### src/occ_cfg.svh
// How it works
// [RULE1] PLL output divider code 000..111 divides by 1,2,4,..,64,256; bits 29-27
// [RULE2] Fast RC divider code 000..111 divides likewise; bits 26-24, resets to 001
// [RULE3] Bit 22 reads one only while secondary oscillator is enabled and stable
// [RULE4] Bit 21 shows divisor ready; divisor writes are dropped while it is zero
// [RULE5] Peripheral bus clock is system clock over 1,2,4,8; bits 20-19, default 11
// [RULE6] Clear alias at base plus 0x4 clears written one bits; reads give zero
// [RULE7] Set alias at base plus 0x8 sets written one bits
// [RULE8] Invert alias at base plus 0xC toggles written one bits
// [RULE9] Control register writes are rejected unless the unlock key pair came first
// [RULE10] Reading the control register clears the clock fail flag
// [RULE11] Configuration marked fields load from configuration words after power-on reset
// [RULE12] Bits 31-30 and 23 read zero and ignore writes
// [RULE13] Fail-safe monitor watches oscillator activity and records its loss
// [RULE14] Source select codes: fast RC, fast RC PLL, primary, primary PLL, secondary, etc
// [RULE15] Switch enable starts a move to the new source; reads zero when done
// [RULE16] Clock fail flag sets on a detected failure, otherwise reads zero
// [RULE17] PLL lock reads one when locked or start timer expired, zero if PLL unused
// [RULE18] Peripheral bus divisor changes take effect only on period boundaries; source switches use a fixed four-cycle hold instead
`ifndef OCC_CFG_SVH
`define OCC_CFG_SVH
`define OCC_CLK_NS        20
`define OCC_CTRL_BASE     8'h00
`define OCC_TUNE_BASE     8'h10
`define OCC_CFG1_ADDR     8'h20
`define OCC_CFG2_ADDR     8'h24
`define OCC_KEY_ADDR      8'h30
`define OCC_KEY_FIRST     32'h5A5A_0F0F
`define OCC_KEY_SECOND    32'hA5A5_F0F0
`define OCC_CTRL_WMASK    32'h3F1F_079F
`define OCC_PERIPH_BUS_DIVISOR_MASK    32'h0018_0000
`define OCC_TUNE_WMASK    32'h0000_003F
`define OCC_CTRL_RST      32'h0118_0000
`define OCC_PLL_OUTPUT_DIVIDER       29:27
`define OCC_FAST_RC_DIVIDER        26:24
`define OCC_SECONDARY_OSC_READY_BIT   22
`define OCC_DIVRDY_BIT    21
`define OCC_PERIPH_BUS_DIVISOR         20:19
`define OCC_PLLMULT       18:16
`define OCC_CURSRC        14:12
`define OCC_NEWSRC        10:8
`define OCC_LOCK_BIT      5
`define OCC_FAIL_BIT      3
`define OCC_SOSCEN_BIT    1
`define OCC_SWEN_BIT      0
`define OCC_CFG1_NEWSRC   2:0
`define OCC_CFG1_SOSCEN   5
`define OCC_CFG1_PERIPH_BUS_DIVISOR    13:12
`define OCC_CFG2_PLL_OUTPUT_DIVIDER  18:16
`define OCC_CFG2_PLLMULT  6:4
`define OCC_SRC_FRC       3'h0
`define OCC_SRC_FRC_PLL   3'h1
`define OCC_SRC_PRI_PLL   3'h3
`define OCC_PLL_START_NS  50000
`define OCC_FAIL_NS       1000
`define OCC_SWITCH_CYC    3'h4
`define OCC_CFG_SETTLE    2'h2
`define OCC_PERIPH_BUS_DIVISOR_RST     2'h3
`define OCC_PLL_RATIO_RST 9'h001
`define OCC_FRC_RATIO_RST 9'h002
`endif

### src/occ_pkg.sv
package occ_pkg;
	typedef enum logic [1:0] {
		OCC_SW_IDLE = 2'b00,
		OCC_SW_HOLD = 2'b01,
		OCC_SW_DONE = 2'b10
	} occ_sw_state_t;
	typedef enum logic [1:0] {
		OCC_OP_WRITE = 2'b00,
		OCC_OP_CLR   = 2'b01,
		OCC_OP_SET   = 2'b10,
		OCC_OP_INV   = 2'b11
	} occ_op_t;
	function automatic logic [8:0] occ_div_ratio(input logic [2:0] code);
		occ_div_ratio = (code == 3'h7) ? 9'h100 : (9'h001 << code);
	endfunction
	function automatic logic occ_hit(input logic [7:0] addr, input logic [7:0] base);
		occ_hit = (addr[7:4] == base[7:4]) && (addr[1:0] == 2'h0);
	endfunction
	function automatic logic [31:0] occ_alias_apply(input occ_op_t op,
		input logic [31:0] old, input logic [31:0] wd, input logic [31:0] mask);
		case (op)
			OCC_OP_CLR: occ_alias_apply = old & ~(wd & mask);
			OCC_OP_SET: occ_alias_apply = old | (wd & mask);
			OCC_OP_INV: occ_alias_apply = old ^ (wd & mask);
			default:    occ_alias_apply = (old & ~mask) | (wd & mask);
		endcase
	endfunction
endpackage

### src/occ_div_if.sv
`timescale 1ns/1ns
interface occ_div_if;
	logic [1:0] divisor;
	logic       load;
	logic       ready;
	logic       tick;
	modport ctrl (output divisor, output load, input ready, input tick);
	modport div  (input divisor, input load, output ready, output tick);
endinterface

### src/occ_periph_bus_clock_div.sv
`timescale 1ns/1ns
`include "occ_cfg.svh"
module occ_periph_bus_clock_div
	import occ_pkg::*;
(
	input  wire logic i_clk_sys,
	input  wire logic i_reset_n,
	occ_div_if.div    dv
);
	logic [1:0] cur_r;
	logic [1:0] pend_val_r;
	logic       pend_r;
	logic [2:0] cnt_r;
	logic       tick_r;
	logic [2:0] period_m1;

	// New divisor waits for the wrap so no short period leaks out
	assign period_m1 = pend_r ? ((3'h1 << pend_val_r) - 3'h1) : ((3'h1 << cur_r) - 3'h1); // [RULE5]
	assign dv.ready = ~pend_r; // [RULE4]
	assign dv.tick = tick_r;

	always_ff @(posedge i_clk_sys or negedge i_reset_n) begin
		if (!i_reset_n) begin
			cur_r <= `OCC_PERIPH_BUS_DIVISOR_RST;
			pend_r <= 1'b0;
			pend_val_r <= `OCC_PERIPH_BUS_DIVISOR_RST;
		end else if (dv.load && !pend_r) begin
			pend_r <= 1'b1;
			pend_val_r <= dv.divisor;
		end else if (pend_r && cnt_r == 3'h0) begin
			cur_r <= pend_val_r; // [RULE18]
			pend_r <= 1'b0;
		end
	end

	always_ff @(posedge i_clk_sys or negedge i_reset_n) begin
		if (!i_reset_n) begin
			cnt_r <= 3'h0;
			tick_r <= 1'b0;
		end else begin
			tick_r <= (cnt_r == 3'h0);
			cnt_r <= (cnt_r == 3'h0) ? period_m1 : cnt_r - 3'h1;
		end
	end
endmodule

### src/occ_osc_ctrl.sv
`timescale 1ns/1ns
`include "occ_cfg.svh"
module occ_osc_ctrl
	import occ_pkg::*;
(
	input  wire logic        i_clk_sys,
	input  wire logic        i_reset_n,
	input  wire logic [7:0]  i_addr,
	input  wire logic [31:0] i_wdata,
	input  wire logic        i_wr,
	input  wire logic        i_rd,
	output logic      [31:0] o_rdata,
	input  wire logic [31:0] i_cfg_word_one,
	input  wire logic [31:0] i_cfg_word_two,
	input  wire logic        i_sosc_stable,
	input  wire logic        i_pll_locked,
	input  wire logic        i_osc_activity,
	output logic             o_periph_bus_clock_en,
	output logic      [2:0]  o_current_source,
	output logic      [8:0]  o_pll_div_ratio,
	output logic      [8:0]  o_frc_div_ratio,
	output logic      [2:0]  o_pll_mult,
	output logic             o_sosc_enable,
	output logic      [5:0]  o_fast_rc_tuning,
	output logic             o_clock_fail
);
	localparam int PLL_START_CYC = `OCC_PLL_START_NS / `OCC_CLK_NS;
	localparam int FAIL_CYC = `OCC_FAIL_NS / `OCC_CLK_NS;

	occ_div_if div_if ();

	occ_periph_bus_clock_div u_periph_bus_clock_div (
		.i_clk_sys (i_clk_sys),
		.i_reset_n (i_reset_n),
		.dv        (div_if)
	);

	logic [31:0]   ctrl_r;
	logic [31:0]   ctrl_nxt;
	logic [31:0]   ctrl_wval;
	logic [31:0]   ctrl_mask;
	logic [5:0]    tune_r;
	logic [31:0]   tune_wval;
	logic [31:0]   cfg1_s1_r;
	logic [31:0]   cfg1_r;
	logic [31:0]   cfg2_s1_r;
	logic [31:0]   cfg2_r;
	logic [2:0]    pin_s1_r;
	logic [2:0]    pin_s2_r;
	logic          act_d_r;
	logic [1:0]    cfg_wait_r;
	logic          cfg_done_r;
	logic          cfg_load;
	logic          key_stage_r;
	logic          unlocked_r;
	logic          ctrl_wr;
	logic          tune_wr;
	logic          ctrl_rd;
	logic [31:0]   ctrl_view;
	logic [31:0]   rdata_r;
	logic [2:0]    cur_src_r;
	logic          sosc_ready_r;
	logic          pll_lock_r;
	logic          pll_in_use;
	logic [11:0]   pll_timer_r;
	logic          pll_expired_r;
	logic [6:0]    fail_cnt_r;
	logic          fail_seen_r;
	logic          fail_evt;
	occ_sw_state_t sw_state_r;
	logic [2:0]    sw_cnt_r;
	logic          sw_done;
	logic          rd_base_q_r;
	logic          periph_en_r;

	// Two stages on everything that comes from pins or nonvolatile storage
	always_ff @(posedge i_clk_sys or negedge i_reset_n) begin
		if (!i_reset_n) begin
			cfg1_s1_r <= 32'h0000_0000;
			cfg1_r <= 32'h0000_0000;
			cfg2_s1_r <= 32'h0000_0000;
			cfg2_r <= 32'h0000_0000;
			pin_s1_r <= 3'h0;
			pin_s2_r <= 3'h0;
			act_d_r <= 1'b0;
		end else begin
			cfg1_s1_r <= i_cfg_word_one;
			cfg1_r <= cfg1_s1_r;
			cfg2_s1_r <= i_cfg_word_two;
			cfg2_r <= cfg2_s1_r;
			pin_s1_r <= {i_osc_activity, i_pll_locked, i_sosc_stable};
			pin_s2_r <= pin_s1_r;
			act_d_r <= pin_s2_r[2];
		end
	end

	// Configuration words are caught once the synchronisers have settled
	always_ff @(posedge i_clk_sys or negedge i_reset_n) begin
		if (!i_reset_n) begin
			cfg_wait_r <= 2'h0;
			cfg_done_r <= 1'b0;
		end else if (!cfg_done_r) begin
			cfg_wait_r <= cfg_wait_r + 2'h1;
			cfg_done_r <= (cfg_wait_r == `OCC_CFG_SETTLE);
		end
	end
	assign cfg_load = !cfg_done_r && (cfg_wait_r == `OCC_CFG_SETTLE); // [RULE11]

	// Unlock: first key then second key on the key address; any other key relocks
	always_ff @(posedge i_clk_sys or negedge i_reset_n) begin
		if (!i_reset_n) begin
			key_stage_r <= 1'b0;
			unlocked_r <= 1'b0;
		end else if (i_wr && i_addr == `OCC_KEY_ADDR) begin
			key_stage_r <= (i_wdata == `OCC_KEY_FIRST);
			unlocked_r <= key_stage_r && (i_wdata == `OCC_KEY_SECOND); // [RULE9]
		end else if (i_wr) begin
			key_stage_r <= 1'b0;
		end
	end

	assign ctrl_wr = i_wr && occ_hit(i_addr, `OCC_CTRL_BASE) && unlocked_r; // [RULE9]
	assign tune_wr = i_wr && occ_hit(i_addr, `OCC_TUNE_BASE) && unlocked_r;
	assign ctrl_rd = i_rd && i_addr == `OCC_CTRL_BASE;
	// Divisor bits drop out of the write mask while the divider is busy
	assign ctrl_mask = div_if.ready ? `OCC_CTRL_WMASK
		: (`OCC_CTRL_WMASK & ~`OCC_PERIPH_BUS_DIVISOR_MASK); // [RULE4] [RULE12]
	assign ctrl_wval = occ_alias_apply(occ_op_t'(i_addr[3:2]), ctrl_r, i_wdata,
		ctrl_mask); // [RULE6] [RULE7] [RULE8]
	assign tune_wval = occ_alias_apply(occ_op_t'(i_addr[3:2]), {26'h000_0000, tune_r},
		i_wdata, `OCC_TUNE_WMASK);

	always_comb begin
		ctrl_nxt = ctrl_wr ? ctrl_wval : ctrl_r;
		if (cfg_load) begin
			ctrl_nxt[`OCC_PLL_OUTPUT_DIVIDER] = cfg2_r[`OCC_CFG2_PLL_OUTPUT_DIVIDER]; // [RULE11]
			ctrl_nxt[`OCC_PLLMULT] = cfg2_r[`OCC_CFG2_PLLMULT];
			ctrl_nxt[`OCC_PERIPH_BUS_DIVISOR] = cfg1_r[`OCC_CFG1_PERIPH_BUS_DIVISOR];
			ctrl_nxt[`OCC_NEWSRC] = cfg1_r[`OCC_CFG1_NEWSRC];
			ctrl_nxt[`OCC_SOSCEN_BIT] = cfg1_r[`OCC_CFG1_SOSCEN];
		end
		if (sw_done) begin
			ctrl_nxt[`OCC_SWEN_BIT] = 1'b0; // [RULE15]
		end
		// A failure in the read cycle is kept: set beats the read clear
		if (ctrl_rd && !ctrl_wr) begin
			ctrl_nxt[`OCC_FAIL_BIT] = 1'b0; // [RULE10]
		end
		if (fail_evt) begin
			ctrl_nxt[`OCC_FAIL_BIT] = 1'b1; // [RULE16]
		end
	end

	always_ff @(posedge i_clk_sys or negedge i_reset_n) begin
		if (!i_reset_n) begin
			ctrl_r <= `OCC_CTRL_RST; // [RULE2] [RULE5]
		end else begin
			ctrl_r <= ctrl_nxt;
		end
	end

	assign div_if.divisor = ctrl_nxt[`OCC_PERIPH_BUS_DIVISOR];
	assign div_if.load = ctrl_nxt[`OCC_PERIPH_BUS_DIVISOR] != ctrl_r[`OCC_PERIPH_BUS_DIVISOR]; // [RULE5]

	always_ff @(posedge i_clk_sys or negedge i_reset_n) begin
		if (!i_reset_n) begin
			tune_r <= 6'h00;
		end else if (tune_wr) begin
			tune_r <= tune_wval[5:0];
		end
	end

	// Clock switch: hold a few cycles so both sources meet a safe edge
	always_ff @(posedge i_clk_sys or negedge i_reset_n) begin
		if (!i_reset_n) begin
			sw_state_r <= OCC_SW_IDLE;
			sw_cnt_r <= 3'h0;
		end else begin
			case (sw_state_r)
				OCC_SW_IDLE: begin
					sw_cnt_r <= 3'h0;
					if (ctrl_r[`OCC_SWEN_BIT]) begin
						sw_state_r <= OCC_SW_HOLD; // [RULE15]
					end
				end
				OCC_SW_HOLD: begin
					sw_cnt_r <= sw_cnt_r + 3'h1;
					if (sw_cnt_r == `OCC_SWITCH_CYC - 3'h1) begin
						sw_state_r <= OCC_SW_DONE; // [RULE18]
					end
				end
				OCC_SW_DONE: sw_state_r <= OCC_SW_IDLE;
				default: sw_state_r <= OCC_SW_IDLE;
			endcase
		end
	end
	assign sw_done = sw_state_r == OCC_SW_DONE;

	// Fail-safe fallback to fast RC outranks a switch completing in the same cycle
	always_ff @(posedge i_clk_sys or negedge i_reset_n) begin
		if (!i_reset_n) begin
			cur_src_r <= `OCC_SRC_FRC;
		end else if (fail_evt) begin
			cur_src_r <= `OCC_SRC_FRC; // [RULE13] [RULE14]
		end else if (cfg_load) begin
			cur_src_r <= cfg1_r[`OCC_CFG1_NEWSRC]; // [RULE11]
		end else if (sw_done) begin
			cur_src_r <= ctrl_r[`OCC_NEWSRC]; // [RULE14] [RULE15]
		end
	end

	// Activity monitor: no edge for the fail window means the clock died
	always_ff @(posedge i_clk_sys or negedge i_reset_n) begin
		if (!i_reset_n) begin
			fail_cnt_r <= 7'h00;
			fail_seen_r <= 1'b0;
		end else if (pin_s2_r[2] != act_d_r) begin
			fail_cnt_r <= 7'h00;
			fail_seen_r <= 1'b0;
		end else if (fail_cnt_r != 7'(FAIL_CYC - 1)) begin
			fail_cnt_r <= fail_cnt_r + 7'h01;
		end else begin
			fail_seen_r <= 1'b1; // [RULE13]
		end
	end
	assign fail_evt = (fail_cnt_r == 7'(FAIL_CYC - 1)) && !fail_seen_r
		&& (pin_s2_r[2] == act_d_r); // [RULE13]

	assign pll_in_use = cur_src_r == `OCC_SRC_FRC_PLL || cur_src_r == `OCC_SRC_PRI_PLL;

	always_ff @(posedge i_clk_sys or negedge i_reset_n) begin
		if (!i_reset_n) begin
			pll_timer_r <= 12'h000;
			pll_expired_r <= 1'b0;
		end else if (!pll_in_use) begin
			pll_timer_r <= 12'h000;
			pll_expired_r <= 1'b0;
		end else if (pll_timer_r == 12'(PLL_START_CYC - 1)) begin
			pll_expired_r <= 1'b1;
		end else begin
			pll_timer_r <= pll_timer_r + 12'h001;
		end
	end

	always_ff @(posedge i_clk_sys or negedge i_reset_n) begin
		if (!i_reset_n) begin
			pll_lock_r <= 1'b0;
			sosc_ready_r <= 1'b0;
		end else begin
			pll_lock_r <= pll_in_use && (pin_s2_r[1] || pll_expired_r); // [RULE17]
			sosc_ready_r <= ctrl_r[`OCC_SOSCEN_BIT] && pin_s2_r[0]; // [RULE3]
		end
	end

	always_comb begin
		ctrl_view = ctrl_r & `OCC_CTRL_WMASK; // [RULE12]
		ctrl_view[`OCC_SECONDARY_OSC_READY_BIT] = sosc_ready_r; // [RULE3]
		ctrl_view[`OCC_DIVRDY_BIT] = div_if.ready; // [RULE4]
		ctrl_view[`OCC_CURSRC] = cur_src_r;
		ctrl_view[`OCC_LOCK_BIT] = pll_lock_r; // [RULE17]
	end

	// Alias addresses read as zero
	always_ff @(posedge i_clk_sys or negedge i_reset_n) begin
		if (!i_reset_n) begin
			rdata_r <= 32'h0000_0000;
			rd_base_q_r <= 1'b0;
		end else begin
			rd_base_q_r <= ctrl_rd;
			if (!i_rd) begin
				rdata_r <= 32'h0000_0000;
			end else begin
				case (i_addr)
					`OCC_CTRL_BASE: rdata_r <= ctrl_view; // [RULE6]
					`OCC_TUNE_BASE: rdata_r <= {26'h000_0000, tune_r};
					`OCC_CFG1_ADDR: rdata_r <= cfg1_r;
					`OCC_CFG2_ADDR: rdata_r <= cfg2_r;
					`OCC_KEY_ADDR:  rdata_r <= {31'h0000_0000, unlocked_r};
					default:        rdata_r <= 32'h0000_0000;
				endcase
			end
		end
	end

	always_ff @(posedge i_clk_sys or negedge i_reset_n) begin
		if (!i_reset_n) begin
			o_pll_div_ratio <= `OCC_PLL_RATIO_RST;
			o_frc_div_ratio <= `OCC_FRC_RATIO_RST;
			o_pll_mult <= 3'h0;
			o_sosc_enable <= 1'b0;
			o_clock_fail <= 1'b0;
			periph_en_r <= 1'b0;
		end else begin
			o_pll_div_ratio <= occ_div_ratio(ctrl_r[`OCC_PLL_OUTPUT_DIVIDER]); // [RULE1]
			o_frc_div_ratio <= occ_div_ratio(ctrl_r[`OCC_FAST_RC_DIVIDER]); // [RULE2]
			o_pll_mult <= ctrl_r[`OCC_PLLMULT];
			o_sosc_enable <= ctrl_r[`OCC_SOSCEN_BIT];
			o_clock_fail <= ctrl_r[`OCC_FAIL_BIT]; // [RULE16]
			periph_en_r <= div_if.tick;
		end
	end

	assign o_rdata = rdata_r;
	assign o_current_source = cur_src_r;
	assign o_fast_rc_tuning = tune_r;
	assign o_periph_bus_clock_en = periph_en_r;
endmodule

### config.mk
export PLATFORM = sky130hd
export DESIGN_NAME = occ_osc_ctrl
export DESIGN_NICKNAME = d
export VERILOG_FILES = /design/src/occ_pkg.sv /design/src/occ_div_if.sv /design/src/occ_periph_bus_clock_div.sv /design/src/occ_osc_ctrl.sv
export VERILOG_INCLUDE_DIRS = /design/src
export SDC_FILE = /design/constraint.sdc
export NUM_CORES = 1
export LEC_CHECK = 0
export BUFFER_PORTS_ARGS = -buffer_cell sky130_fd_sc_hd__buf_2
export CELL_PAD_IN_SITES_DETAIL_PLACEMENT = 0
export CELL_PAD_IN_SITES_GLOBAL_PLACEMENT = 1
export CORE_ASPECT_RATIO = 0.5
export CORE_UTILIZATION = 40
export CTS_CLUSTER_SIZE = 8
export DETAILED_ROUTE_END_ITERATION = 8
export PLACE_DENSITY_LB_ADDON = 0.1
export SLEW_MARGIN = 0
export SYNTH_ARGS = -nofsm -noshare
export SYNTH_HDL_FRONTEND = slang
export SYNTH_HIERARCHICAL = 1
export SYNTH_SLANG_ARGS = --single-unit
### constraint.sdc
create_clock -name i_clk_sys -period 3 [get_ports i_clk_sys]
set_input_delay 0.3 -clock i_clk_sys [delete_from_list [all_inputs] [get_ports i_clk_sys]]
set_output_delay 0.3 -clock i_clk_sys [all_outputs]
set_load 0.02 [all_outputs]
; ---- Word level (Yosys, flattened, before mapping)
; Index checks and enable logic that the tools add are counted.
; W data, S select, Z words.
[classes]
n_addsub = 7
n_mul = 0
div_mod_pow = 0
order_cmp = 0
eq_ne = 29
shifts = 4
n_mux = 37
bitwise_logic = 14
reduce_logical = 38
[ops]
columns = cell, count
row1 = $pmux W32 S5, 1
row2 = $pmux W32 S3, 1
row3 = $and A32 B32 Y32, 2
row4 = $or A32 B32 Y32, 2
row5 = $and A32 B30 Y32, 1
row6 = $eq A32 B31 Y1 const B, 1
row7 = $eq A32 B32 Y1 const B, 1
row8 = $mux W32, 1
row9 = $not A30 Y32, 1
row10 = $not A32 Y32, 1
row11 = $xor A32 B32 Y32, 1
row12 = $mux W30, 1
row13 = $eq A8 B6 Y1 const B, 3
row14 = $mux W12, 2
row15 = $mux W21, 1
row16 = $mux W3, 7
row17 = $mux W9, 2
row18 = $pmux W6 S3, 1
row19 = $shl A1 B3 Y9 const A, 2
row20 = $logic_and A1 B1 Y1, 17
row21 = $mux W7, 2
row22 = $mux W1, 13
row23 = $add A12 B1 Y12 const B, 1
row24 = $eq A12 B12 Y1 const B, 1
row25 = 37 further kinds, 63
[totals]
reg_bits = 274
latch_bits = 0
ram_bits = 0
rom_bits = 0
out_inout_bits = 65
wordCells = 167
mem_count = 0

; ---- Depth between registers and ports, before layout
; Gate-level depths: netlist (run 1).
[logic_depth]
depth_word = 11
ltp_mapped = 10

; ---- By module
; The synthesis (run 1) kept the hierarchy.
[modules_own_cells]
columns = module, instances, cells_each, area_each_um2, seq_area_each_um2
row1 = occ_osc_ctrl, 1, 810, 10154.7, 6287.3
row2 = occ_periph_bus_clock_div, 1, 29, 394.1, 230.2

; ---- Worst setup path before layout (run 1)
; No wires, ideal clock.
[synth_timing]
path_type = register to register
from = register u_periph_bus_clock_div.pend_r
to = register u_periph_bus_clock_div.pend_val_r[0]
setup_time_ns = 0.082
arrival_ns = 2.350
setup_slack_ns = 0.568
path_stages_with_launch = 11
path_buffers = 0
period_less_slack_ns = 2.432
cell_sequence = dfrtp_1 > inv_1 > nand2_1 > ha_1 > mux2_2 > a211oi_1 > o211ai_1 > a22o_1 > a21o_1 > and2b_2 > mux2_2
[synth_between]
elab_chain_len = 9
[synth_rtl]
columns = item, line_no
row1 = start: declaration, occ_periph_bus_clock_div.sv:12  ; logic pend_r;
row2 = start signal: assignment, occ_periph_bus_clock_div.sv:25  ; pend_r <= 1'b0;
row3 = start signal: assignment, occ_periph_bus_clock_div.sv:28  ; pend_r <= 1'b1;
row4 = start signal: assignment, occ_periph_bus_clock_div.sv:32  ; pend_r <= 1'b0;
row5 = $mux W21 *, occ_osc_ctrl.sv:126  ; assign ctrl_mask = div_if.ready ? `OCC_CTRL_WMASK
row6 = $not A30 Y32 or $and A32 B30 Y32 (tied branches), n/a
row7 = $and A32 B32 Y32 or $not A32 Y32 (tied branches), "occ_pkg.sv:25, occ_pkg.sv:22"
row8 = $or A32 B32 Y32 or $and A32 B32 Y32 (tied branches), "occ_pkg.sv:25, occ_pkg.sv:22"
row9 = $pmux W32 S3 *, occ_pkg.sv:21  ; case (op)
row10 = $mux W30 *, occ_osc_ctrl.sv:134  ; ctrl_nxt = ctrl_wr ? ctrl_wval : ctrl_r;
row11 = $mux W5 *, occ_osc_ctrl.sv:135  ; if (cfg_load) begin
row12 = $ne A2 B2 Y1 *, occ_osc_ctrl.sv:163  ; assign div_if.load = ctrl_nxt[`OCC_PERIPH_BUS_DIVISOR] != ctrl_r[`OCC_PERIPH_BUS_DIVISOR];
row13 = named net div_if.load, occ_div_if.sv:4  ; logic load;
row14 = $logic_and A1 B1 Y1 *, occ_periph_bus_clock_div.sv:27  ; end else if (dv.load && !pend_r) begin
row15 = end signal: assignment, occ_periph_bus_clock_div.sv:26  ; pend_val_r <= `OCC_PERIPH_BUS_DIVISOR_RST;
row16 = end signal: assignment, occ_periph_bus_clock_div.sv:29  ; pend_val_r <= dv.divisor;
row17 = end: declaration, occ_periph_bus_clock_div.sv:11  ; logic [1:0] pend_val_r;
; Mark *: on every way through the listed nets, which the timed path passes. The rest lies on a longest branch. The select of a mux whose other input is x is not followed.
; A chain may end at the register's enable or synchronous reset.

; ---- Worst setup path in the final report (run 1)
; Ends and elaborated chain as after synthesis.

==> impl_metrics.yaml, run 1 <==
outcome:
  outcome: "finished clean"
timing:
  tns_ns: 0
  worst-slew-pin-transition_ns: 0.6754
  fmax_mhz: 375.3
  rsz0062_at_grt: "no"
  post-route-min-period_ns: 2.665
  hold_ws_ns: 0.09301
  finalHoldViolCount: 0
  post-route-period-util_pct: 88.83
  drv_slew: 0
  finClkSkew_ns: 0.02207
  maxSlewHeadroom_pct: 54.63
  setup_violations: 0
  fin_ws_ns: 0.3352
route:
  route.detailed.drc: 0
  routed_wl_mm: 25.18
  vias_per_cell: 4.839
  drt_iter0_markers: 454
  dr.pass1.iters: 5
  routedWlPerCell_um: 17.16
  vias: 7099
  detail-route-antenna-nets: 0
power_and_ir_drop:
  total_power_w: 0.008418
  p_per_area_nw_per_um2: 619.3
  ir_drop_mv: 0.3810
  cellLeakagePower_nw: 6.429
finish:
  layout-drive-gt1-share_pct: 25.67
  nets: 1271
  fillers: 2249
  syn_to_final_growth_pct: 28.85
worst_setup_path:
  required_ns: 3.44
  end_kind: "flip-flop"
  cp_max_fo: 6
  arrival_ns: 3.10
  critical_path_class: "flip-flop to flip-flop"
  critPathLaunchType: "flip-flop"
synthesis:
  synth_ff_type: "dfrtp_1"
  synth_edf_count: 0
  ys_ff_latch: 260
  synth_cell_types: 55
  synth_warnings: 6
  synth.avg_cell_area_um2: 12.57
  yosysSeqAreaShare_pct: 61.78
  async_reset_ff_share_pct: 100.0
  synth_top_area_share_pct: 59.54
  synth_top_area_cell: "dfrtp_1"
  postSynthCellCount: 839
  synth.cell_area_um2: 10550
  synthTopCellsByArea: "dfrtp_1, ha_1, mux4_2, inv_1, nor2_1"
cts:
  root_buffer: "clkbuf_16"
  cts_buffer_depth: 3
  clk_pin_slew_worst_paths_ns: 0.06
  clock_latency_ns: 0.53
  clock-sinks: 260
  cts_resized: 0
  tritoncts: "done"
  post_cts_buffers: 0
  numCtsBuffers: 38
  h-tree-depth: 2
global_route:
  grt_max_degree: 77
  grt_util_met3_pct: 4.046
  grt_pass1_vias: 7189
  grt-ovfl-total: 0
  busiest_layer: "met2"
  grt_pass1_wl_mm: 39.92
  gr-usage-all-layers_pct: 19.48
  groute.layer.met1.usage_pct: 28.01
  antenna_found_initial: 1
  grt.met2_usage_pct: 30.08
place:
  dpl.hpwl_mm: 17.47
  gp_congestion: 0.8019
  portBuffers: 173
  post-place-ws_ns: 0.3676
worst_hold_path:
  hold_class: "input port to flip-flop"
floorplan:
  ios: 176
  die-area_um2: 27060
  core-area_um2: 25550
  die_width_um: 231.7
  rows: 41
  start_util_pct: 41.29
  die_y_um: 116.8
flow_run:
  max_cap_viol_count: 0
-- placed cells by master (no fill, tap or decap), types with 8 or more instances in the layout --
| cell type | synthesis | routed |
|---|---|---|
| dfrtp_1 | 251 | 251 |
| buf_2 | 10 | 172 |
| inv_1 | 77 | 77 |
| nor2_1 | 73 | 73 |
| dlygate4sd3_1 | 0 | 68 |
| nand2_1 | 62 | 62 |
| ha_1 | 59 | 59 |
| clkbuf_16 | 0 | 38 |
| o21ai_0 | 30 | 30 |
| a22oi_1 | 25 | 25 |
| mux4_2 | 22 | 22 |
| a21oi_1 | 21 | 21 |
| nor3_1 | 20 | 20 |
| mux2_2 | 19 | 19 |
| clkbuf_1 | 13 | 19 |
| mux2i_1 | 18 | 18 |
| o21ai_1 | 15 | 15 |
| nand3_1 | 12 | 12 |
| xor2_1 | 10 | 10 |
| buf_4 | 4 | 10 |
| dfstp_2 | 9 | 9 |
| a211oi_1 | 8 | 8 |
| xnor2_1 | 8 | 8 |
-- cell families (layout without fill, tap and decap cells) --
family | Yosys count | count (layout) | synth area share, %
compound gates | 114 | 114 | 6.618
xor+xnor | 18 | 18 | 1.494
fa+ha+maj | 59 | 59 | 6.998
buf+inv | 111 | 393 | 4.638
flops | 260 | 260 | 61.78
mux | 59 | 59 | 8.433
other cells | 1 | 3 | 0.03555
simple gates | 217 | 217 | 9.999
-- flip-flops by register name, indices dropped and copies added, names as in the netlist, 3 cells and up --
register / cells
cfg1_r: 32
cfg1_s1_r: 32
cfg2_r: 32
cfg2_s1_r: 32
o_rdata: 32
ctrl_r: 20
pll_timer_r: 12
o_frc_div_ratio: 8
o_pll_div_ratio: 8
fail_cnt_r: 7
o_fast_rc_tuning: 6
o_current_source: 3
o_pll_mult: 3
pin_s1_r: 3
pin_s2_r: 3
sw_cnt_r: 3
u_periph_bus_clock_div/cnt_r: 3
-- area by class of cell --
class / instances / area [um2] / share of cell area (%)
Tap cell: 344 / 430.4 / 3.167
Multi-Input combinational cell: 469 / 3555 / 26.15
Timing Repair Buffer: 255 / 1712 / 12.59
Clock inverter: 4 / 63.81 / 0.4695
Sequential cell: 260 / 6518 / 47.95
Clock buffer: 57 / 1022 / 7.521
Inverter: 77 / 289.0 / 2.126
Antenna cell: 1 / 2.502 / 0.01841
-- power by group --
part           leakage (nW)  switching (W)  internal [W]
clock                 0.521        0.00150       0.00242
sequential             3.16      0.0000989       0.00370
combinational          2.75       0.000364      0.000332
total                  6.43        0.00197       0.00645
-- stage by stage --
step                util (%)  instance area, um2  instances
finish                 53.20               13590       1467
global route           53.20               13590       1467
CTS                    53.19               13590       1466
detailed placement     46.28               11820       1337
global placement       46.28               11820       1337
floorplan                  -               10550        840
-- what timing repair did --
action                                 in CTS  in global routing
setup endpoints to repair                   0                  0
hold buffers                               68                  0
endpoints found under the hold margin     119                  0
-- routing by layer --
layer  vias to the layer above  wire [um]  part of all wire [%]
met5                         -          0                     0
met4                         0        490                   1.9
met3                        43       1000                   4.0
met2                       138      11370                    45
met1                      3537      12310                    49
li1                       3381          -                     -
-- cells in the mapped netlist (2+ instances only) --
cell / n
mux4_2: 22
o211ai_1: 4
xor2_1: 10
nor3_4: 2
inv_1: 77
nor4bb_1: 2
xnor2_1: 8
and3_1: 3
nand3_1: 12
buf_2: 10
a21oi_1: 21
dfstp_2: 9
mux2_2: 19
o21ai_0: 30
mux2i_1: 18
a31oi_1: 2
buf_6: 6
buf_4: 4
o21ai_1: 15
nor4b_1: 4
nor2b_1: 3
nand2_1: 62
clkbuf_1: 13
dfrtp_1: 251
nand3b_1: 3
nor3_1: 20
nor2_1: 73
nor4_1: 7
nand4_1: 7
a22oi_1: 25
o21a_1: 3
nand2b_1: 6
ha_1: 59
a211oi_1: 8
-- critical path, cell delays in order (launching register included) --
cell and delay [ns]:
dfrtp_1 0.44, inv_1 0.19, nand2_1 0.11, ha_1 0.27
mux2_2 0.27, a211oi_1 0.24, o211ai_1 0.15, a22o_1 0.26
a21o_1 0.19, and2b_2 0.21, mux2_2 0.27
-- path summary, 6_finish.rpt --
check	slack, ns	to	cells after the start	startpoint
min in group asynchronous	0.31	cfg2_s1_r[0]	2	i_reset_n
min reg2reg	0.34	cfg1_r[2]	0	cfg1_s1_r[2]
max	0.34	u_periph_bus_clock_div/pend_val_r[0]	10	u_periph_bus_clock_div/pend_r
max in group asynchronous	1.90	pin_s2_r[1]	3	i_reset_n
max reg2reg	0.34	u_periph_bus_clock_div/pend_val_r[0]	10	u_periph_bus_clock_div/pend_r
min	0.09	key_stage_r	2	i_wr
Power figures use the tool's default switching activity.
==> run 2, diff against run 1 <==
--- a/config.mk
+++ b/config.mk
@@ -13,7 +13,7 @@
 export CORE_UTILIZATION = 40
 export CTS_CLUSTER_SIZE = 8
 export DETAILED_ROUTE_END_ITERATION = 8
-export PLACE_DENSITY_LB_ADDON = 0.1
+export PLACE_DENSITY_LB_ADDON = 0.15
 export SLEW_MARGIN = 0
 export SYNTH_ARGS = -nofsm -noshare
 export SYNTH_HDL_FRONTEND = slang
==> run 2 against run 1 <==
Effect of this change:
- clock skew down 0.0075 ns
- clock power down 1%
- register-to-register slack worse by 0.02 ns
- via count down 0.72%
- largest cell class unchanged
==> impl_metrics.yaml, run 2 (synthesis results as in run 1) <==
floorplan:
  ios: 176
  die_width_um: 231.7
  rows: 41
  core-area_um2: 25550
  die-area_um2: 27060
  die_y_um: 116.8
  start_util_pct: 41.29
route:
  vias: 7048
  route.detailed.drc: 0
  routedWlPerCell_um: 17.30
  drt_iter0_markers: 447
  detail-route-antenna-nets: 0
  routed_wl_mm: 25.31
  vias_per_cell: 4.817
  dr.pass1.iters: 4
finish:
  design_area_um2: 13560
  nets: 1269
  final_cell_mix: "dfrtp_1, buf_2, inv_1"
  n_antenna_cell: 0
  seq_area_um2: 6518
  syn_to_final_growth_pct: 28.53
  layout-drive-gt1-share_pct: 25.56
  fillers: 2254
  final_common_cell: "dfrtp_1"
  multi_input_area_um2: 3555
global_route:
  busiest_layer: "met2"
  grt_max_degree: 85
  grt_pass1_wl_mm: 39.97
  grt_util_met3_pct: 4.312
  gr-usage-all-layers_pct: 19.43
  grt_pass1_vias: 7306
  grt-ovfl-total: 0
  antenna_found_initial: 1
  groute.layer.met1.usage_pct: 27.07
  grt.met2_usage_pct: 31.32
timing:
  rsz0062_at_grt: "no"
  maxSlewHeadroom_pct: 56.80
  hold_ws_ns: 0.08949
  worst-slew-pin-transition_ns: 0.6480
  post-route-period-util_pct: 89.53
  drv_slew: 0
  fmax_mhz: 372.3
  post-route-min-period_ns: 2.686
  finalHoldViolCount: 0
  tns_ns: 0
  setup_violations: 0
  finClkSkew_ns: 0.01461
worst_hold_path:
  min_from: "i_wr"
  min_path_cells: 2
  holdPathEnd: "key_stage_r"
  hold_class: "input port to flip-flop"
worst_setup_path:
  reg2reg_depth: 10
  reg2reg_to: "u_periph_bus_clock_div/pend_val_r[1]"
  critPathLaunchType: "flip-flop"
  cp_num_buf_inv: 1
  crit_path_max_incr_delay_ns: 0.43
  critPathTopFamily: "compound AO/OA/AOI/OAI gates"
  reg2reg_slack_ns: 0.31
  end_kind: "flip-flop"
  crit_chain: "inv_1, nand2_1, ha_1, mux2_2, a211oi_1, o211ai_1, a22o_1, a21o_1, and2b_2, mux2_2"
  slowest_stage: "dfrtp_1"
  arrival_ns: 3.12
  required_ns: 3.43
  cp_max_fo: 6
  cp_common_cell: "mux2_2"
  r2r_start: "u_periph_bus_clock_div/pend_r"
  critical_path_class: "flip-flop to flip-flop"
cts:
  clock-sinks: 260
  root_buffer: "clkbuf_16"
  numCtsBuffers: 38
  tritoncts: "done"
  post_cts_buffers: 0
  cts_buffer_depth: 3
  clk_pin_slew_worst_paths_ns: 0.05
  h-tree-depth: 2
  clock_latency_ns: 0.52
power_and_ir_drop:
  ir_drop_mv: 0.4209
  clockPowerShare_pct: 46.3
  p_switching_w: 0.001927
  swShare_pct: 23.02
  cellLeakagePower_nw: 6.414
  internal-power_w: 0.006441
  p_per_area_nw_per_um2: 617.2
  pwr-share-comb_pct: 8.2
  p_seq_share_pct: 45.4
  total_power_w: 0.008368
outcome:
  outcome: "finished clean"
place:
  portBuffers: 173
  dpl.hpwl_mm: 17.09
  gp_congestion: 0.8255
  place_area_um2: 11800
flow_run:
  max_cap_viol_count: 0
run 2: per-layer routing:
layer / part of all wire [%] / up-vias
met1: 46 / 3484
li1: - / 3364
met5: 0 / -
met4: 1.5 / 0
met2: 47 / 159
met3: 5.4 / 41
run 2: stage by stage:
stage                     worst slack [ns]  cells  util, %
after floorplan                     0.5676    840        -
after global placement              0.4132   1335    46.17
after detailed placement            0.3468   1335    46.17
after CTS                           0.3265   1463    53.07
after global routing                0.1414   1463    53.07
final                               0.3140   1463    53.07
run 2: timing repair:
action,in CTS,in global routing
resized for setup,0,0
hold buffers,68,0
endpoints found under the hold margin,142,0
run 2: cell type report:
type / instances / share of cell area, %
Multi-Input combinational cell: 469 / 26.22
Sequential cell: 260 / 48.07
Timing Repair Buffer: 253 / 12.42
Clock buffer: 56 / 7.512
Clock inverter: 4 / 0.4707
Tap cell: 344 / 3.175
Inverter: 77 / 2.132
run 2: power groups by stage:
stage               registers [W]  clock network, W  logic [W]
floorplan                 0.00384                 0   0.000343
global placement          0.00385                 0   0.000611
detailed placement        0.00386                 0   0.000630
CTS                       0.00380           0.00399   0.000703
global route              0.00382           0.00416   0.000775
finish                    0.00380           0.00388   0.000688
run 2: worst max path at each step:
stage               depth (start not counted)                              endpoint  slack, ns                          start
floorplan                                  10  u_periph_bus_clock_div/pend_val_r[0]       0.57  u_periph_bus_clock_div/pend_r
finish                                     10  u_periph_bus_clock_div/pend_val_r[1]       0.31  u_periph_bus_clock_div/pend_r
CTS                                        10  u_periph_bus_clock_div/pend_val_r[1]       0.33  u_periph_bus_clock_div/pend_r
global placement                           10  u_periph_bus_clock_div/pend_val_r[1]       0.41  u_periph_bus_clock_div/pend_r
detailed placement                         10  u_periph_bus_clock_div/pend_val_r[0]       0.35  u_periph_bus_clock_div/pend_r
global route                               10  u_periph_bus_clock_div/pend_val_r[1]       0.14  u_periph_bus_clock_div/pend_r
run 2: worst reg2reg max path, cell delays in order, from the launching register on:
cell,delay (ns)
dfrtp_1,0.43
inv_1,0.19
nand2_1,0.11
ha_1,0.28
mux2_2,0.26
a211oi_1,0.25
o211ai_1,0.17
a22o_1,0.27
a21o_1,0.19
and2b_2,0.20
mux2_2,0.26
==> run 3, diff against run 2 <==
==> constraint.sdc (replaced) <==
create_clock -name i_clk_sys -period 3 [get_ports i_clk_sys]
set_input_delay 0.15 -clock i_clk_sys [delete_from_list [all_inputs] [get_ports i_clk_sys]]
set_output_delay 0.15 -clock i_clk_sys [all_outputs]
set_load 0.02 [all_outputs]
==> run 3 against run 2 <==
Effect of this change:
- hold slack got worse by 0.071 ns
- sequential cell count unchanged
- utilization is essentially flat
- first-iteration DRC count decreased by 11%
- clock skew shrank 0.0010 ns
- largest power group unchanged
- largest cell class unchanged
- clock power is 1% higher
- design area about the same
- clock-buffer cell count increased by 2
- sequential power barely moved
- cell count grew 0.14%
- register-to-register slack barely moved
==> impl_metrics.yaml, run 3 (synthesis results as in run 1) <==
floorplan:
  ios: 176
  die-area_um2: 27060
  rows: 41
  die_y_um: 116.8
  die_width_um: 231.7
  core-area_um2: 25550
  start_util_pct: 41.29
worst_hold_path:
  min_path_cells: 4
  min_from: "i_wdata[25]"
  hold_class: "input port to flip-flop"
timing:
  tns_ns: 0
  rsz0062_at_grt: "no"
  post-route-period-util_pct: 89.41
  maxSlewHeadroom_pct: 51.00
  fmax_mhz: 372.8
  finClkSkew_ns: 0.01359
  post-route-min-period_ns: 2.682
  fin_ws_ns: 0.3176
  drv_slew: 0
  worst-slew-pin-transition_ns: 0.7349
  setup_violations: 0
  finalHoldViolCount: 0
global_route:
  grt.met2_usage_pct: 31.60
  groute.layer.met1.usage_pct: 27.39
  grt_max_degree: 100
  grt_pass1_vias: 7231
  gr-usage-all-layers_pct: 19.78
  antenna_found_initial: 1
  grt_pass1_wl_mm: 40.37
  busiest_layer: "met2"
  grt_util_met3_pct: 4.385
  grt-ovfl-total: 0
place:
  dpl.hpwl_mm: 17.13
  gp_congestion: 0.7938
  post-place-ws_ns: 0.3524
  place_inst: 1335
  portBuffers: 173
power_and_ir_drop:
  cellLeakagePower_nw: 6.420
  p_per_area_nw_per_um2: 620.4
  ir_drop_mv: 0.3412
flow_run:
  max_cap_viol_count: 0
finish:
  final_cells: 1465
  syn_to_final_growth_pct: 28.63
  nets: 1271
  final_cell_mix: "dfrtp_1, buf_2, inv_1"
  layout-drive-gt1-share_pct: 25.42
  n_antenna_cell: 0
  fillers: 2225
  final_common_cell: "dfrtp_1"
  multi_input_area_um2: 3555
  seq_area_um2: 6518
worst_setup_path:
  cp_max_fo: 6
  critical_path_class: "flip-flop to flip-flop"
  required_ns: 3.44
  critPathLaunchType: "flip-flop"
  reg2reg_depth: 10
  arrival_ns: 3.12
  critPathLaunch: "u_periph_bus_clock_div/pend_r"
  end_kind: "flip-flop"
  r2r_start: "u_periph_bus_clock_div/pend_r"
cts:
  h-tree-depth: 2
  clk_pin_slew_worst_paths_ns: 0.05
  clock_latency_ns: 0.51
  root_buffer: "clkbuf_16"
  clock-sinks: 260
  cts_buffer_depth: 3
  numCtsBuffers: 38
  tritoncts: "done"
route:
  dr.pass1.iters: 4
  routed_wl_mm: 25.64
  vias_per_cell: 4.823
  drt_iter0_markers: 400
  routedWlPerCell_um: 17.50
  vias: 7065
  detail-route-antenna-nets: 0
  route.detailed.drc: 0
outcome:
  outcome: "finished clean"
==> run 3: worst max-delay path, stage by stage (launching register included) <==
cell and delay (ns):
dfrtp_1 0.45, inv_1 0.18, nand2_1 0.10, ha_1 0.28
mux2_2 0.26, a211oi_1 0.24, o211ai_1 0.17, a22o_1 0.27
a21o_1 0.18, and2b_2 0.20, mux2_2 0.26
==> run 3: repair_timing <==
action | CTS | global route
hold buffers | 70 | 0
hold endpoints to repair | 138 | 0
setup buffers | 0 | 0
resized for setup | 0 | 0
==> run 3: metrics by stage <==
step,hold WS [ns],utilization (%),instance area [um2],total power [W]
2_1_floorplan,-0.1456,-,10550,0.004187
3_3_place_gp,0.1465,46.12,11780,0.004458
3_5_place_dp,0.1531,46.12,11780,0.004484
4_1_cts,0.005486,53.11,13570,0.008540
5_1_grt,0.02098,53.11,13570,0.008799
6_report,0.01882,53.11,13570,0.008418
==> run 3: metal layers <==
metal	up-vias	wire length [um]
li1	3366	-
met1	3528	11950
met2	127	12060
met3	42	1126
met4	2	491
met5	-	13
==> run 3: final timing paths <==
kind	end	slack, ns
worst max-delay path	u_periph_bus_clock_div/pend_val_r[1]	0.32
worst min register to register	cfg2_r[31]	0.34
worst min-delay path	unlocked_r	0.02
max in group asynchronous	o_pll_div_ratio[0]	1.85
min in group asynchronous	cfg2_s1_r[11]	0.19
worst max register to register	u_periph_bus_clock_div/pend_val_r[1]	0.32
==> run 3: area by class of cell <==
type / instances / area share, %
inverter: 77 / 2.130
tap: 344 / 3.172
multi-input combinational: 469 / 26.20
timing repair buffer: 255 / 12.47
clock buffer: 58 / 7.718
clock inverter: 2 / 0.2858
sequential: 260 / 48.03
==> run 3: power by group <==
| part | switching [W] | internal (W) |
|---|---|---|
| Combinational | 0.000365 | 0.000329 |
| Sequential | 0.000105 | 0.00370 |
| Clock | 0.00146 | 0.00246 |
